$ cat config.mk
export PLATFORM = sky130hd
export DESIGN_NAME = mcs_sequencer
export DESIGN_NICKNAME = d
export VERILOG_FILES = /design/src/shared/mcs_pkg.sv /design/src/hw/mcs_sequencer.sv
export SDC_FILE = /design/constraint.sdc
export NUM_CORES = 1
export LEC_CHECK = 0
export BUFFER_PORTS_ARGS = -buffer_cell sky130_fd_sc_hd__buf_4
export CORE_ASPECT_RATIO = 2
export CORE_MARGIN = 2
export CORE_UTILIZATION = 40
export DETAILED_ROUTE_END_ITERATION = 8
export PLACE_DENSITY = 0.6
export SYNTH_ARGS = -nofsm -noshare
export SYNTH_HDL_FRONTEND = slang
export SYNTH_SLANG_ARGS = --single-unit
$ cat constraint.sdc
create_clock -name CLK_IN -period 2 [get_ports CLK_IN]
set_input_delay 0 -clock CLK_IN [delete_from_list [all_inputs] [get_ports CLK_IN]]
set_output_delay 0 -clock CLK_IN [all_outputs]
set_load 0.02 [all_outputs]
$ cat src/shared/mcs_pkg.sv
/*
  Package for the multislope conversion sequencer: phase lengths, counter widths,
  switch-control and result structs, sequencer states.
  Assumes one system clock; the oscillator is modelled as a clock-enable input.
*/
package mcs_pkg;
  localparam int unsigned OSC_DIVIDE = 4;
  localparam logic [1:0] DIV_LAST = 2'h3;
  localparam int unsigned CONV_CYCLES = 1280;
  localparam int unsigned ZERO_CYCLES = 246;
  localparam int unsigned INTEG_CYCLES = 256;
  localparam int unsigned FAST_MAX = 512;
  localparam int unsigned SLOW_MAX = 64;
  localparam int unsigned OVR_MAX = 64;
  localparam int unsigned OVR_PHASES = 3;
  localparam int unsigned SETTLE_CYCLES = 10;
  localparam int unsigned DEINT_CYCLES = 778;
  localparam int unsigned BUSY_CYCLES = 836;
  localparam int unsigned OVR_LIMIT = 192;
  localparam int unsigned FAST_BITS = 9;
  localparam int unsigned SLOW_BITS = 6;
  localparam int unsigned MAG_BITS = 15;
  localparam int unsigned CNT_BITS = 11;

  typedef enum logic [2:0] {
    ST_IDLE = 3'b000,
    ST_ZERO = 3'b001,
    ST_INTEG = 3'b010,
    ST_SETTLE = 3'b011,
    ST_FAST = 3'b100,
    ST_SLOW = 3'b101,
    ST_OVR = 3'b110,
    ST_TAIL = 3'b111
  } mcs_state_e;

  // analog switch network controls, one bit per switch group
  typedef struct packed {
    logic input_connect;
    logic short_to_common;
    logic autozero_loop;
    logic neg_to_common;
    logic fast_reference_capacitor;
    logic slow_reference_capacitor;
    logic reference_negative;
  } mcs_switch_s;

  typedef struct packed {
    logic positive;
    logic overrange;
    logic [MAG_BITS-1:0] magnitude;
  } mcs_result_s;
endpackage : mcs_pkg

$ cat src/hw/mcs_sequencer.sv
/*
  Multislope integrating converter sequencer: divider, phase sequencing,
  switch control, fast/slow/overrange counting, result latch and busy flag.
  Assumes the analog network outside; comparator is synchronous, equal to the
  polarity sampled at integrate end while integrator charge remains.
*/
// Function
// - each conversion runs zero, integrate, de-integrate in fixed order
// - whole conversion lasts exactly 1280 divided clocks
// - zeroing phase lasts 246 divided clocks
// - zeroing opens inputs, shorts nodes to common, closes auto-zero loop
// - integrate opens loop, connects inputs, lasts 256 divided clocks
// - counter clock is oscillator divided by four
// - de-integrate runs fast, then slow, then overrange subphases
// - fast: negative node to common, positive to fast capacitor, max 512
// - slow: positive node to slow capacitor, max 64 clocks
// - always three overrange subphases, each 64 clocks long
// - overrange converts up to 192 counts beyond full scale
// - de-integrate includes 10 settle clocks, totals 778 clocks
// - counters measure discharge time, proportional to input
// - negative input returns to common in zeroing and de-integrate
// - two counter sets, sequencer, divider, result latches present
// - busy rises at de-integrate start, high 836 clocks, data valid on fall
// - demand mode: select plus low strobe starts one; continuous repeats
`timescale 1ns/1ns
module mcs_sequencer (
  // clock and reset
  input wire logic CLK_IN,
  input wire logic RST_N_IN,
  // oscillator input, one-cycle enable per oscillator period
  input wire logic OSC_TICK_IN,
  // mode and start
  input wire logic CONVERSION_MODE_SELECT_IN,
  input wire logic SELECT_IN,
  input wire logic START_N_IN,
  // comparator from the integrator
  input wire logic COMPARATOR_IN,
  // switch network
  output mcs_pkg::mcs_switch_s SWITCH_OUT,
  // result
  output mcs_pkg::mcs_result_s RESULT_OUT,
  output logic BUSY_OUT,
  output logic PHASE_TICK_OUT
);
  import mcs_pkg::*;

  // divider: internal clock is oscillator / 4
  logic [1:0] div, next_div;
  logic tick;
  always_comb begin
    next_div = div;
    if (OSC_TICK_IN) begin
      next_div = div + 2'h1;
    end
  end
  assign tick = OSC_TICK_IN && (div == DIV_LAST);
  assign PHASE_TICK_OUT = tick;
  always_ff @(posedge CLK_IN or negedge RST_N_IN) begin
    if (!RST_N_IN) begin
      div <= 2'h0;
    end else begin
      div <= next_div;
    end
  end

  // demand strobe: START_N_IN falling edge while selected, held until a conversion starts
  logic start_prev, next_start_prev, pending, next_pending;
  logic strobe;
  assign strobe = SELECT_IN && !START_N_IN && start_prev;

  // sequencer state, phase counter, the two counter sets
  mcs_state_e state, next_state;
  logic [CNT_BITS-1:0] phase_cnt, next_phase_cnt;
  logic [CNT_BITS-1:0] deint_cnt, next_deint_cnt;
  logic [FAST_BITS-1:0] fast_cnt, next_fast_cnt;
  logic [SLOW_BITS-1:0] slow_cnt, next_slow_cnt;
  logic [7:0] ovr_cnt, next_ovr_cnt;
  logic [1:0] ovr_idx, next_ovr_idx;
  logic positive, next_positive;
  logic crossed, next_crossed;
  mcs_result_s result, next_result;
  logic busy, next_busy;

  function automatic logic last(input logic [CNT_BITS-1:0] cnt, input int unsigned len);
    last = (cnt == CNT_BITS'(len - 1));
  endfunction : last

  always_comb begin
    next_state = state;
    next_phase_cnt = phase_cnt;
    next_deint_cnt = deint_cnt;
    next_fast_cnt = fast_cnt;
    next_slow_cnt = slow_cnt;
    next_ovr_cnt = ovr_cnt;
    next_ovr_idx = ovr_idx;
    next_positive = positive;
    next_crossed = crossed;
    next_result = result;
    next_busy = busy;
    next_start_prev = START_N_IN;
    next_pending = pending || strobe;
    if (tick) begin
      next_phase_cnt = phase_cnt + CNT_BITS'(1);
      // busy has its own count: it outlasts the 778-tick reference phase and
      // may end inside the next zeroing phase when converting continuously
      if (busy) begin
        next_deint_cnt = deint_cnt + CNT_BITS'(1);
        if (last(deint_cnt, BUSY_CYCLES)) begin
          next_busy = 1'b0;
          next_result.positive = positive;
          next_result.overrange = (ovr_cnt != 8'h00);
          next_result.magnitude = {fast_cnt, slow_cnt} + MAG_BITS'(ovr_cnt);
        end
      end
      case (state)
        ST_IDLE: begin
          if (CONVERSION_MODE_SELECT_IN || pending) begin
            next_pending = strobe;
            next_state = ST_ZERO;
            next_phase_cnt = '0;
          end
        end
        ST_ZERO: begin
          if (last(phase_cnt, ZERO_CYCLES)) begin
            next_state = ST_INTEG;
            next_phase_cnt = '0;
          end
        end
        ST_INTEG: begin
          if (last(phase_cnt, INTEG_CYCLES)) begin
            next_positive = COMPARATOR_IN;
            next_state = ST_SETTLE;
            next_phase_cnt = '0;
            next_deint_cnt = '0;
            next_fast_cnt = '0;
            next_slow_cnt = '0;
            next_ovr_cnt = '0;
            next_ovr_idx = '0;
            next_crossed = 1'b0;
            next_busy = 1'b1;
          end
        end
        ST_SETTLE: begin
          if (last(phase_cnt, SETTLE_CYCLES)) begin
            next_state = ST_FAST;
            next_phase_cnt = '0;
          end
        end
        ST_FAST: begin
          // count while comparator matches the sampled polarity; no crossed latch in fast
          if (COMPARATOR_IN == positive) begin
            next_fast_cnt = fast_cnt + FAST_BITS'(1);
          end
          if (last(phase_cnt, FAST_MAX)) begin
            next_state = ST_SLOW;
            next_phase_cnt = '0;
          end
        end
        ST_SLOW: begin
          if (COMPARATOR_IN == positive && !crossed) begin
            next_slow_cnt = slow_cnt + SLOW_BITS'(1);
          end else begin
            next_crossed = 1'b1;
          end
          if (last(phase_cnt, SLOW_MAX)) begin
            next_state = ST_OVR;
            next_phase_cnt = '0;
          end
        end
        ST_OVR: begin
          if (COMPARATOR_IN == positive && !crossed && ovr_cnt < 8'(OVR_LIMIT)) begin
            next_ovr_cnt = ovr_cnt + 8'h01;
          end else begin
            next_crossed = 1'b1;
          end
          if (last(phase_cnt, OVR_MAX)) begin
            next_phase_cnt = '0;
            next_ovr_idx = ovr_idx + 2'h1;
            if (ovr_idx == 2'(OVR_PHASES - 1)) begin
              // reference phase closes after 778 ticks; a queued or continuous
              // start follows at once so a cycle stays exactly 1280 ticks
              next_state = ST_IDLE;
              if (CONVERSION_MODE_SELECT_IN || pending) begin
                next_pending = strobe;
                next_state = ST_ZERO;
              end
            end
          end
        end
        default: next_state = ST_IDLE;
      endcase
    end
  end

  always_ff @(posedge CLK_IN or negedge RST_N_IN) begin
    if (!RST_N_IN) begin
      state <= ST_IDLE;
      phase_cnt <= '0;
      deint_cnt <= '0;
      fast_cnt <= '0;
      slow_cnt <= '0;
      ovr_cnt <= 8'h00;
      ovr_idx <= 2'h0;
      positive <= 1'b0;
      crossed <= 1'b0;
      result <= '0;
      busy <= 1'b0;
      start_prev <= 1'b1;
      pending <= 1'b0;
    end else begin
      state <= next_state;
      phase_cnt <= next_phase_cnt;
      deint_cnt <= next_deint_cnt;
      fast_cnt <= next_fast_cnt;
      slow_cnt <= next_slow_cnt;
      ovr_cnt <= next_ovr_cnt;
      ovr_idx <= next_ovr_idx;
      positive <= next_positive;
      crossed <= next_crossed;
      result <= next_result;
      busy <= next_busy;
      start_prev <= next_start_prev;
      pending <= next_pending;
    end
  end

  // switch network decode from state; reference polarity from the sampled sign
  always_comb begin
    SWITCH_OUT = '0;
    SWITCH_OUT.reference_negative = !positive;
    case (state)
      ST_ZERO: begin
        SWITCH_OUT.short_to_common = 1'b1;
        SWITCH_OUT.autozero_loop = 1'b1;
        SWITCH_OUT.neg_to_common = 1'b1;
      end
      ST_INTEG: SWITCH_OUT.input_connect = 1'b1;
      // settling: no reference connected, so no charge leaves uncounted
      ST_SETTLE: SWITCH_OUT.neg_to_common = 1'b1;
      ST_FAST: begin
        SWITCH_OUT.neg_to_common = 1'b1;
        SWITCH_OUT.fast_reference_capacitor = 1'b1;
      end
      ST_SLOW, ST_OVR, ST_TAIL: begin
        SWITCH_OUT.neg_to_common = 1'b1;
        SWITCH_OUT.slow_reference_capacitor = 1'b1;
      end
      default: SWITCH_OUT.short_to_common = 1'b1;
    endcase
  end

  assign RESULT_OUT = result;
  assign BUSY_OUT = busy;
endmodule : mcs_sequencer

Word level (Yosys, flattened, before mapping)
Index checks and enable logic that the tools add are counted.
{ "word_totals": {"regBits": 74, "inputBits": 7, "word_cells": 133, "out_inout_bits": 26} }
{ "op_classes": {"magnitude_cmp": 1, "eq_ne": 29, "muxes": 51, "add_sub_neg": 8, "n_reduce_logical": 28} }
{ "ops": {"columns": ["op", "n"], "rows": [
  ["two-way mux 11 bit", 9],
  ["one-hot mux 11 bit (6 select lines)", 1],
  ["!= test 2 bit, second input constant", 13],
  ["two-way mux 3 bit", 8],
  ["adder 11 x 1 -> 11 bit, second input constant", 2],
  ["equality test 11 x 8 -> 1 bit, second input constant", 2],
  ["one-hot mux 3 bit (7 select lines)", 1],
  ["two-way mux 1 bit", 18],
  ["two-way mux 9 bit", 2],
  ["one-hot mux 9 bit (2 select lines)", 1],
  ["two-way mux 8 bit", 2],
  ["one-hot mux 8 bit (2 select lines)", 1],
  ["AND reduction 4 bit", 4],
  ["adder 15 x 8 -> 15 bit", 1],
  ["equality test 3 bit, second input constant", 4],
  ["two-way mux 6 bit", 2],
  ["one-hot mux 6 bit (2 select lines)", 1],
  ["OR reduction 6 bit", 2],
  ["equality test 11 x 10 -> 1 bit, second input constant", 1],
  ["equality test 11 x 4 -> 1 bit, second input constant", 1],
  ["equality test 11 x 6 -> 1 bit, second input constant", 1],
  ["equality test 11 x 9 -> 1 bit, second input constant", 1],
  ["adder 9 x 1 -> 9 bit, second input constant", 1],
  ["AND reduction 9 bit", 1],
  ["other kinds (23)", 37]
]} }

Logic depth before layout (Yosys ltp)
Gate-level depths: netlist of run 1.
{ "depth": {"word_depth": 9, "depth_mapped": 10} }

Worst setup path before layout of run 1
OpenSTA, ideal clock, no wires.
{ "synth_timing": {"path_type": "reg-to-reg", "from": "reg phase_cnt[0]", "to": "reg phase_cnt[5]", "setup_slack_ns": 0.018, "t_arrival_ns": 1.911, "stages_incl_launch_ff": 9, "required_ns": 1.928, "path_buffers": 1, "path_cell_list": "dfrtp_1 > ha_1 > and4_1 > and4_1 > and3_1 > o31a_1 > and2_1 > buf_2 > nor2_1"} }
{ "synth_between": {"elab_chain_cells": 3, "elab_cells_between_ends": 13, "classes_between": "add/sub (1); eq/ne (5); mux (7)"} }
{ "synth_rtl": {"columns": ["element", "line_no", "rtl"], "rows": [
  ["start, declared", "mcs_sequencer.sv:73", "logic [CNT_BITS-1:0] phase_cnt, next_phase_cnt;"],
  ["start signal, assigned", "mcs_sequencer.sv:212", "phase_cnt <= next_phase_cnt;"],
  ["adder 11 x 1 -> 11 bit (tied with other cells)", "mcs_sequencer.sv:103", "next_phase_cnt = phase_cnt + CNT_BITS'(1);"],
  ["two-way mux 11 bit (tied with other cells)", "mcs_sequencer.sv:165, mcs_sequencer.sv:176", null],
  ["one-hot mux 11 bit (6 select lines) (*)", "mcs_sequencer.sv:115", "case (state)"]
]} }
Every way passes the cells marked *; elsewhere a longest branch is shown, timed or not.
A chain may end at the register's enable or synchronous reset.

Final worst setup path of run 1
{ "layout_timing": {"from": "reg phase_cnt[7]", "to": "reg state[0]"} }
{ "layout_between": {"elab_chain_cells": 3, "elab_cells_between_ends": 12, "classes_between": "eq/ne (11); reduce/logical (1)"} }
{ "layout_rtl": {"columns": ["element", "line_no", "rtl"], "rows": [
  ["equality test 11 x 6 -> 1 bit (tied with other cells)", "mcs_sequencer.sv:85", "last = (cnt == CNT_BITS'(len - 1));"],
  ["!= test 2 bit (no line)", null, null],
  ["AND reduction 9 bit (no line) (*)", null, null],
  ["end signal, assigned", "mcs_sequencer.sv:211", "state <= next_state;"],
  ["end, declared", "mcs_sequencer.sv:72", "mcs_state_e state, next_state;"]
]} }
Marked as above.

==> impl_metrics.yaml, run 1 <==
cells_and_area:
  syn_to_final_growth_pct: 40.0
  drive_above_1_share_pct: 34.4
  final_cells: 727
  layout_common_cells: "buf_4 (114), dfrtp_1 (67), nand2_1 (62)"
  fin_util_pct: 56.9
  fillCellCount: 922
  n_antenna_cell: 0
  layout_commonest_cell: "buf_4"
  fin_nets: 610
sta:
  fin_crit_sh_pct: 106
  layout_setup_ws_ns: -0.111
  fmax_ghz: 0.474
  relSlewSlack_pct: 64.4
  clock_skew_ns: 0.00692
  setup_viol: 13
  slew_violations: 0
  worst_pin_slew_ns: 0.534
  fin_crit_ns: 2.11
  rsz0062_at_grt: "true"
  final_hold_viol_count: 0
synthesis:
  yosys.area_share.simple_pct: 23.2
  synth_top_area_cell: "dfrtp_1"
  synth-seq-area-share_pct: 43.8
  ys.flop_type: "dfrtp_1"
  synthTopCellsByArea: "dfrtp_1 (43%), o21ai_0 (5.8%), nand2_1 (5.5%)"
  synth_adder_area_share_pct: 5.50
  synthArstFlopShare_pct: 100
  synth_edf_count: 0
  synth.top_cell.area_share_pct: 43.2
  synth_area_per_cell_um2: 8.98
  syn-instance-count: 471
  muxShareOfSynthArea_pct: 1.30
  ys.warnings.count: 0
  ys_types: 58
  synth_xor_area_share_pct: 6.83
  synth_compound_area_share_pct: 16.0
  synth_area_mm2: 0.00423
  synth_top_family_by_area: "simple AND/OR/NAND/NOR gates"
  syn_nets: 496
  ys_ff_latch: 74
worst_setup_path:
  worstSetupPathType: "reg -> reg"
  cp.arrival_ns: 2.33
  worstPathMaxFanout: 6
  cp-end-kind: "flop"
  r2r_cells: 6
  reg2reg_to: "state[0]"
  r2r-start: "phase_cnt[7]"
  rrSetupSlack_ns: -0.11
  crit_path_start_kind: "flop"
  required_ns: 2.21
grt:
  grt_max_degree: 39
  grt_pass1_vias: 3982
  grt_pass1_wl_mm: 18.3
  track_usage_pct: 19.9
  grt_overflow: 0
  antenna_found_initial: 0
clock_network:
  clk_pin_slew_ns: 0.06
  cts_sinks: 74
  cts_buffers: 9
  cts_tree: "built"
  root_buffer: "clkbuf_16"
  htreeDepth: 3
  clock_latency_ns: 0.33
  cts_max_path_buffers: 2
run_status:
  outcome: "finished with violations"
  violations: "setup timing"
hold_path:
  hold_end: "state[0]"
  holdPathStages: 4
  min_from: "CONVERSION_MODE_SELECT_IN"
  hp-class: "in -> reg"
power_and_ir_drop:
  p_per_area_mw_per_mm2: 868
  cellLeakagePower_nw: 2.67
  ir_drop_v: 0.000669
floorplanning:
  dieHeight_um: 149
  initial_core_util_pct: 40.6
  core_area_mm2: 0.0104
  num_rows: 53
  die-area_mm2: 0.0115
  ioPinCount: 33
  die_x_um: 76.7
detailed_routing:
  drc: 0
  wl_mm: 11.1
  drt-initial-drc-count: 159
  viasPerCell: 5.48
  vias: 3982
  dr.pass1.iters: 4
  post_drt_wl_per_cell_um: 15.3
  antenna_left: 0
placed_design:
  placed_cells: 688
  place_hpwl_mm: 7.93
  place.gp.congestion: 0.899
  io_buffer_count: 32
  place_ws_ns: -0.158
flow_run:
  max-cap-violations: 0
==> synth_stat cells (3+ instances only) <==
library cell  instances
xnor2_1              13
a21oi_1              16
a31oi_1               6
nor3_1                7
nand3_1              18
and3_1               15
ha_1                 17
nor2b_1               3
xor2_1               20
o21ai_0              49
mux2_2                4
o31ai_1               9
buf_2                 5
clkbuf_1             16
nand2_1              62
dfrtp_1              73
inv_1                11
nor4_1                4
a21o_1                4
or3_1                 5
a2111oi_0             3
and2_1                4
or2_2                 4
nor2_1               47
nand4_1              12
==> cell families (layout without fill, tap and decap cells) <==
family	count (synthesis)	count (layout)
and+or+nand+nor	198	198
AOI/OAI and AO/OA	109	109
DFF	74	74
buffers and inverters	34	153
xor gates and xnor gates	33	33
adders and majority gates	18	18
muxes	5	5
==> area by class of cell <==
class                      instances  area [µm²]  share of cell area [%]
multi-input combinational        363        2540                    42.8
sequential                        74        1860                    31.4
timing repair buffer             126        1020                    17.2
clock buffer                      13         270                    4.56
tap                              137         171                    2.89
inverter                          11        41.3                   0.697
clock inverter                     3        21.3                   0.359
==> where the power goes <==
part	internal [W]	switching (W)	total, W
clock network	0.000945	0.000630	0.00157
logic	0.000840	0.000952	0.00179
registers	0.00162	0.000154	0.00178
total	0.00341	0.00174	0.00514
==> flip-flops by register name, indices dropped and copies added, names as in the netlist, 2 cells and up <==
signal and count:
RESULT_OUT 17, deint_cnt 11, phase_cnt 11, fast_cnt 9, ovr_cnt 8, slow_cnt 6, state 3, div 2
ovr_idx 2
==> critical path: stages, from the launching register on <==
cell and delay (ns):
dfrtp_2 0.45, nor4_2 0.26, nand4b_1 0.23, buf_4 0.20, a2111oi_2 0.35, o21ai_2 0.15, o32a_1 0.36
==> worst max path at each step <==
| stage | end | startpoint | cells after the start |
|---|---|---|---|
| 2_1_floorplan | phase_cnt[5] | phase_cnt[0] | 8 |
| 6_report | state[0] | phase_cnt[7] | 6 |
| 3_3_place_gp | RESULT_OUT[12] | slow_cnt[0] | 8 |
| 4_1_cts | ovr_cnt[6] | phase_cnt[10] | 6 |
| 3_5_place_dp | RESULT_OUT[12] | slow_cnt[0] | 8 |
| 5_1_grt | state[0] | phase_cnt[6] | 6 |
==> timing repair <==
| action | 4_1_cts | 5_1_grt |
|---|---|---|
| setup endpoints to repair | 25 | 35 |
| buffers inserted | 4 | 14 |
| pin swaps | 12 | 51 |
| endpoints found under the hold margin | 40 | 0 |
| hold buffers | 5 | 0 |
| resized for setup | 20 | 63 |
==> per-layer routing <==
layer | track usage [%] | wire length (µm) | up-vias
li1 | - | - | 1909
met3 | 3.50 | 281 | 24
met1 | 19.7 | 4110 | 1974
met4 | 9.82 | 324 | 0
met2 | 38.8 | 6410 | 75
met5 | 0 | 0 | -
==> through the flow <==
| step | total power, W | instance area [µm²] | hold slack [ns] | TNS, ns |
|---|---|---|---|---|
| after floorplan | 0.00260 | 4230 | -0.296 | 0 |
| after global placement | 0.00327 | 5130 | 0.0109 | -0.593 |
| after detailed placement | 0.00332 | 5130 | 0.0154 | -1.32 |
| after CTS | 0.00497 | 5570 | 0.131 | -0.0914 |
| after global routing | 0.00544 | 5920 | 0.161 | -2.67 |
| final | 0.00514 | 5920 | 0.145 | -0.502 |
Power figures use the tool's default switching activity.
==> inputs of run 2 (changes only) <==
- CELL_PAD_IN_SITES_DETAIL_PLACEMENT: unset -> 1
- CELL_PAD_IN_SITES_GLOBAL_PLACEMENT: unset -> 1
- CORE_UTILIZATION: 40 -> 42
- PLACE_DENSITY: 0.6 -> 0.77
- SLEW_MARGIN: unset -> 10
==> run 2 against run 1 <==
Net effect:
- wire length increased by 30%
- the flow still finishes with violations (setup timing)
- sequential cell count is the same
- die area decreased by 4.6%
- cell count decreased by 1.5%
- hold slack improved by 0.0068 ns
- combinational power is 8% higher
- sequential power hardly changed
- worst setup slack worse by 0.27 ns
- largest power group unchanged
==> impl_metrics.yaml, run 2 (synthesis gave the netlist of run 1 again) <==
worst_setup_path:
  cp-end-kind: "flop"
  r2r-start: "phase_cnt[6]"
  crit_slowest_cell: "a2111oi_4"
  worstPathMaxFanout: 5
  rrSetupSlack_ns: -0.38
  required_ns: 2.22
  crit_buf_inv: 0
  reg2reg_to: "phase_cnt[0]"
  path_delay_family: "simple AND/OR/NAND/NOR gates"
  r2r_cells: 6
  cp.arrival_ns: 2.60
  path_cells: "nor4_2 -> nand4b_1 -> a2111oi_4 -> o31a_1 -> nor2_2 -> mux2_2"
  crit_path_start_kind: "flop"
  worstSetupPathType: "reg -> reg"
  max_stage_delay_ns: 0.46
cells_and_area:
  layout_common_cells: "buf_4 (105), dfrtp_1 (69), nand2_1 (61)"
  fin_nets: 604
  layout_commonest_cell: "buf_4"
  largest_reg_flops: 17
  fin_util_pct: 60.2
  fillCellCount: 1110
  n_antenna_cell: 0
  fin_area_mm2: 0.00588
  syn_to_final_growth_pct: 39.0
  final_cells: 716
  drive_above_1_share_pct: 33.0
sta:
  final_hold_viol_count: 0
  fin_crit_ns: 2.38
  fmax_ghz: 0.419
  fin_crit_sh_pct: 119
  setup_viol: 17
  relSlewSlack_pct: 70.2
  clock_skew_ns: 0.00835
  layout_setup_ws_ns: -0.384
  worst_pin_slew_ns: 0.444
  slew_violations: 0
  hold_ws_ns: 0.152
  rsz0062_at_grt: "true"
detailed_routing:
  dr.pass1.iters: 4
  post_drt_wl_per_cell_um: 20.1
  viasPerCell: 5.75
  wl_mm: 14.4
  vias: 4119
  drc: 0
  antenna_left: 0
  drt-initial-drc-count: 109
floorplanning:
  die-area_mm2: 0.0109
  num_rows: 51
  dieHeight_um: 146
  core_area_mm2: 0.00976
  ioPinCount: 33
  initial_core_util_pct: 43.3
  die_x_um: 75.0
power_and_ir_drop:
  cellLeakagePower_nw: 2.68
  p_per_area_mw_per_mm2: 908
  ir_drop_v: 0.000648
  finalPower_w: 0.00534
clock_network:
  cts_tree: "built"
  clock_latency_ns: 0.34
  htreeDepth: 3
  cts_buffers: 9
  cts_sinks: 74
  clk_pin_slew_ns: 0.06
  root_buffer: "clkbuf_16"
  cts_max_path_buffers: 2
run_status:
  violations: "setup timing"
  outcome: "finished with violations"
grt:
  track_usage_pct: 25.6
  grt_max_degree: 46
  grt_overflow: 0
  grt_pass1_vias: 4474
  antenna_found_initial: 0
  grt_pass1_wl_mm: 21.5
hold_path:
  hp-class: "in -> async"
placed_design:
  place_hpwl_mm: 9.30
  place.gp.congestion: 0.879
  placed_cells: 684
  io_buffer_count: 32
  dpl-instance-area_mm2: 0.00513
flow_run:
  max-cap-violations: 0
-- run 2: changes by cell type in the layout (fill, tap and decap cells not counted), sizes merged --
cell      before  now
clkbuf        13   11
buf          121  115
clkinv         1    2
inv           12   11
clkinvlp       1    2
bufinv         0    1
-- run 2: through the flow --
stage          setup TNS, ns  worst slack [ns]
2_1_floorplan              0            0.0179
3_3_place_gp          -0.243           -0.0768
3_5_place_dp           -2.64            -0.220
4_1_cts               -0.243           -0.0772
5_1_grt                -6.55            -0.408
6_report               -4.43            -0.384
-- run 2: timing repair --
| action | CTS | global route |
|---|---|---|
| pin swaps | 10 | 29 |
| endpoints found under the hold margin | 34 | 0 |
| setup buffers | 4 | 6 |
| gates resized for setup | 21 | 68 |
| cloned | 0 | 1 |
| hold buffers | 5 | 0 |
| setup endpoints to repair | 25 | 39 |
-- run 2: how the worst max path moves through the flow --
stage | startpoint | endpoint | slack (ns) | depth (start not counted)
CTS | phase_cnt[6] | phase_cnt[3] | -0.08 | 6
floorplan | phase_cnt[0] | phase_cnt[5] | 0.02 | 8
global route | phase_cnt[6] | phase_cnt[0] | -0.41 | 6
finish | phase_cnt[6] | phase_cnt[0] | -0.38 | 6
detailed placement | phase_cnt[6] | phase_cnt[9] | -0.22 | 6
global placement | slow_cnt[0] | RESULT_OUT[12] | -0.08 | 8
-- run 2: per-layer routing --
metal	vias to the layer above	part of all wire (%)	GRT usage, %	wire [µm]
met4	0	4.0	12.9	570
li1	1897	-	-	-
met2	108	60	48.1	8630
met1	2074	34	25.2	4840
met3	40	2.6	3.88	380
met5	-	0	0	0
-- run 2: area by class of cell --
class | instances | area, µm² | area share (%)
Inverter | 11 | 41.3 | 0.702
Tap cell | 132 | 165 | 2.81
Clock buffer | 11 | 243 | 4.13
Clock inverter | 5 | 55.1 | 0.937
Sequential cell | 74 | 1860 | 31.6
Multi-Input combinational cell | 363 | 2540 | 43.1
Timing Repair Buffer | 120 | 980 | 16.7
-- run 2: power breakdown --
group	internal (W)	leakage, nW	switching, W
Sequential	0.00162	0.988	0.000157
Combinational	0.000844	1.55	0.00109
Clock	0.000996	0.142	0.000626
-- run 2: worst reg2reg max path: stages (launching register included) --
cell,delay [ns]
dfrtp_1,0.42
nor4_2,0.39
nand4b_1,0.34
a2111oi_4,0.46
o31a_1,0.31
nor2_2,0.08
mux2_2,0.26
==> inputs of run 3 (changes only) <==
- CORE_ASPECT_RATIO: 2 -> 1.1
==> run 3 against run 2 <==
Net effect:
- the run still ends with setup timing left
- sequential share of layout area is 0.21 points lower
- worst setup slack better by 0.29 ns
- first-iteration DRC count is 26% higher
- non-clock buffer count is 3 higher
- clock-buffer cell count stayed put
- fmax is 14% higher
- clock power is 18% lower
- clock skew is 0.0031 ns higher
- final area is 0.72% higher
- register-to-register slack better by 0.29 ns
- via count is 0.22% lower
- hold slack worse by 0.040 ns
- critical path type unchanged
- largest cell class unchanged
==> impl_metrics.yaml, run 3 (synthesis gave the netlist of run 1 again) <==
run_status:
  outcome: "finished with violations"
  violations: "setup timing"
floorplanning:
  dieHeight_um: 109
  num_rows: 38
  ioPinCount: 33
  initial_core_util_pct: 43.0
  die-area_mm2: 0.0109
  die_x_um: 99.7
  core_area_mm2: 0.00984
clock_network:
  htreeDepth: 3
  cts_sinks: 74
  cts_buffers: 9
  clock_latency_ns: 0.36
  cts_max_path_buffers: 2
  root_buffer: "clkbuf_8"
  clk_pin_slew_ns: 0.08
  cts_tree: "built"
placed_design:
  io_buffer_count: 32
  dpl-instance-area_mm2: 0.00506
  place.gp.congestion: 0.842
  place_hpwl_mm: 8.34
  place_ws_ns: -0.167
sta:
  fin_crit_sh_pct: 105
  clock_skew_ns: 0.0114
  fin_crit_ns: 2.10
  setup_viol: 15
  worst_pin_slew_ns: 0.477
  fmax_ghz: 0.477
  final_hold_viol_count: 0
  layout_setup_ws_ns: -0.0964
  relSlewSlack_pct: 67.7
  rsz0062_at_grt: "true"
  slew_violations: 0
power_and_ir_drop:
  ir_drop_v: 0.000548
  cellLeakagePower_nw: 2.67
  finalPower_w: 0.00496
  p_per_area_mw_per_mm2: 837
grt:
  grt_pass1_wl_mm: 20.3
  grt_util_met2_pct: 44.0
  grt_max_degree: 40
  grt_pass1_vias: 4152
  antenna_found_initial: 0
  grtUsageMet3_pct: 3.01
  track_usage_pct: 23.8
  grt_overflow: 0
  grt_use_met1_pct: 27.4
  busiest_layer: "met2"
detailed_routing:
  wl_mm: 13.7
  dr.pass1.iters: 4
  drt-initial-drc-count: 137
  post_drt_wl_per_cell_um: 19.3
  vias: 4110
  drc: 0
  viasPerCell: 5.81
  antenna_left: 0
hold_path:
  hp-class: "in -> reg"
worst_setup_path:
  reg2reg_to: "ovr_cnt[6]"
  cp.arrival_ns: 2.35
  required_ns: 2.25
  worstSetupStartpoint: "phase_cnt[1]"
  r2r-start: "phase_cnt[1]"
  worstPathMaxFanout: 4
  r2r_cells: 9
  crit_path_start_kind: "flop"
  cp-end-kind: "flop"
  worstSetupPathType: "reg -> reg"
  crit_end: "ovr_cnt[6]"
  rrSetupSlack_ns: -0.1
cells_and_area:
  drive_above_1_share_pct: 35.8
  layout_common_cells: "buf_4 (108), dfrtp_1 (68), nand2_1 (60)"
  largest_reg_flops: 17
  n_antenna_cell: 0
  layout_commonest_cell: "buf_4"
  syn_to_final_growth_pct: 40.0
  fin_nets: 607
  fin_area_mm2: 0.00592
flow_run:
  max-cap-violations: 0
-- run 3: area by class of cell --
| cell class | instances | area (µm²) |
|---|---|---|
| fillers | 1101 | 3920 |
| clock buffers | 11 | 141 |
| well taps | 120 | 150 |
| flip-flops and latches | 74 | 1860 |
| multi-input cells | 363 | 2630 |
| inverters | 11 | 41.3 |
| clock inverters | 5 | 77.6 |
| repair buffers | 123 | 1020 |
-- run 3: how the worst min path moves through the flow --
stage | from | endpoint | slack, ns | cells after the start
finish | CONVERSION_MODE_SELECT_IN | state[0] | 0.11 | 4
global route | CONVERSION_MODE_SELECT_IN | state[0] | 0.12 | 4
CTS | CONVERSION_MODE_SELECT_IN | state[0] | 0.1 | 4
detailed placement | RST_N_IN | RESULT_OUT[2] | -0.005 | 1
global placement | RST_N_IN | RESULT_OUT[2] | -0.007 | 1
floorplan | RST_N_IN | BUSY_OUT | -0.30 | 0
-- run 3: repair_timing --
item	4_1_cts	5_1_grt
pin swaps	16	46
endpoints found under the hold margin	40	0
hold buffers	5	0
cloned	0	1
resized for setup	35	67
buffers inserted	5	14
setup endpoints to repair	31	39
-- run 3: report_power, final --
part           internal [W]  switching, W  total, W
Clock              0.000733      0.000593   0.00133
Combinational      0.000831       0.00102   0.00185
Sequential          0.00162      0.000159   0.00178
-- run 3: worst max-delay path, stage by stage (launching register included) --
cell,delay (ns)
dfrtp_1,0.41
ha_4,0.18
nand4_1,0.14
buf_6,0.18
nor4_4,0.26
o211a_1,0.21
nand4_1,0.12
buf_4,0.15
o21ai_0,0.24
a21oi_2,0.09
-- run 3: per-stage QoR --
stage / cells / TNS (ns) / util (%) / hold WS [ns]
final: 707 / -0.554 / 60.2 / 0.112
after global routing: 707 / -3.24 / 60.2 / 0.125
after CTS: 693 / -0.104 / 56.1 / 0.0976
after detailed placement: 667 / -2.56 / 51.5 / -0.00509
after global placement: 667 / -0.0548 / 51.5 / -0.00736
after floorplan: 471 / 0 / - / -0.296
-- run 3: metal layers --
layer	wire length, µm	vias to the layer above
li1	-	1900
met1	5500	2083
met2	7380	104
met3	540	23
met4	254	0
met5	0	-
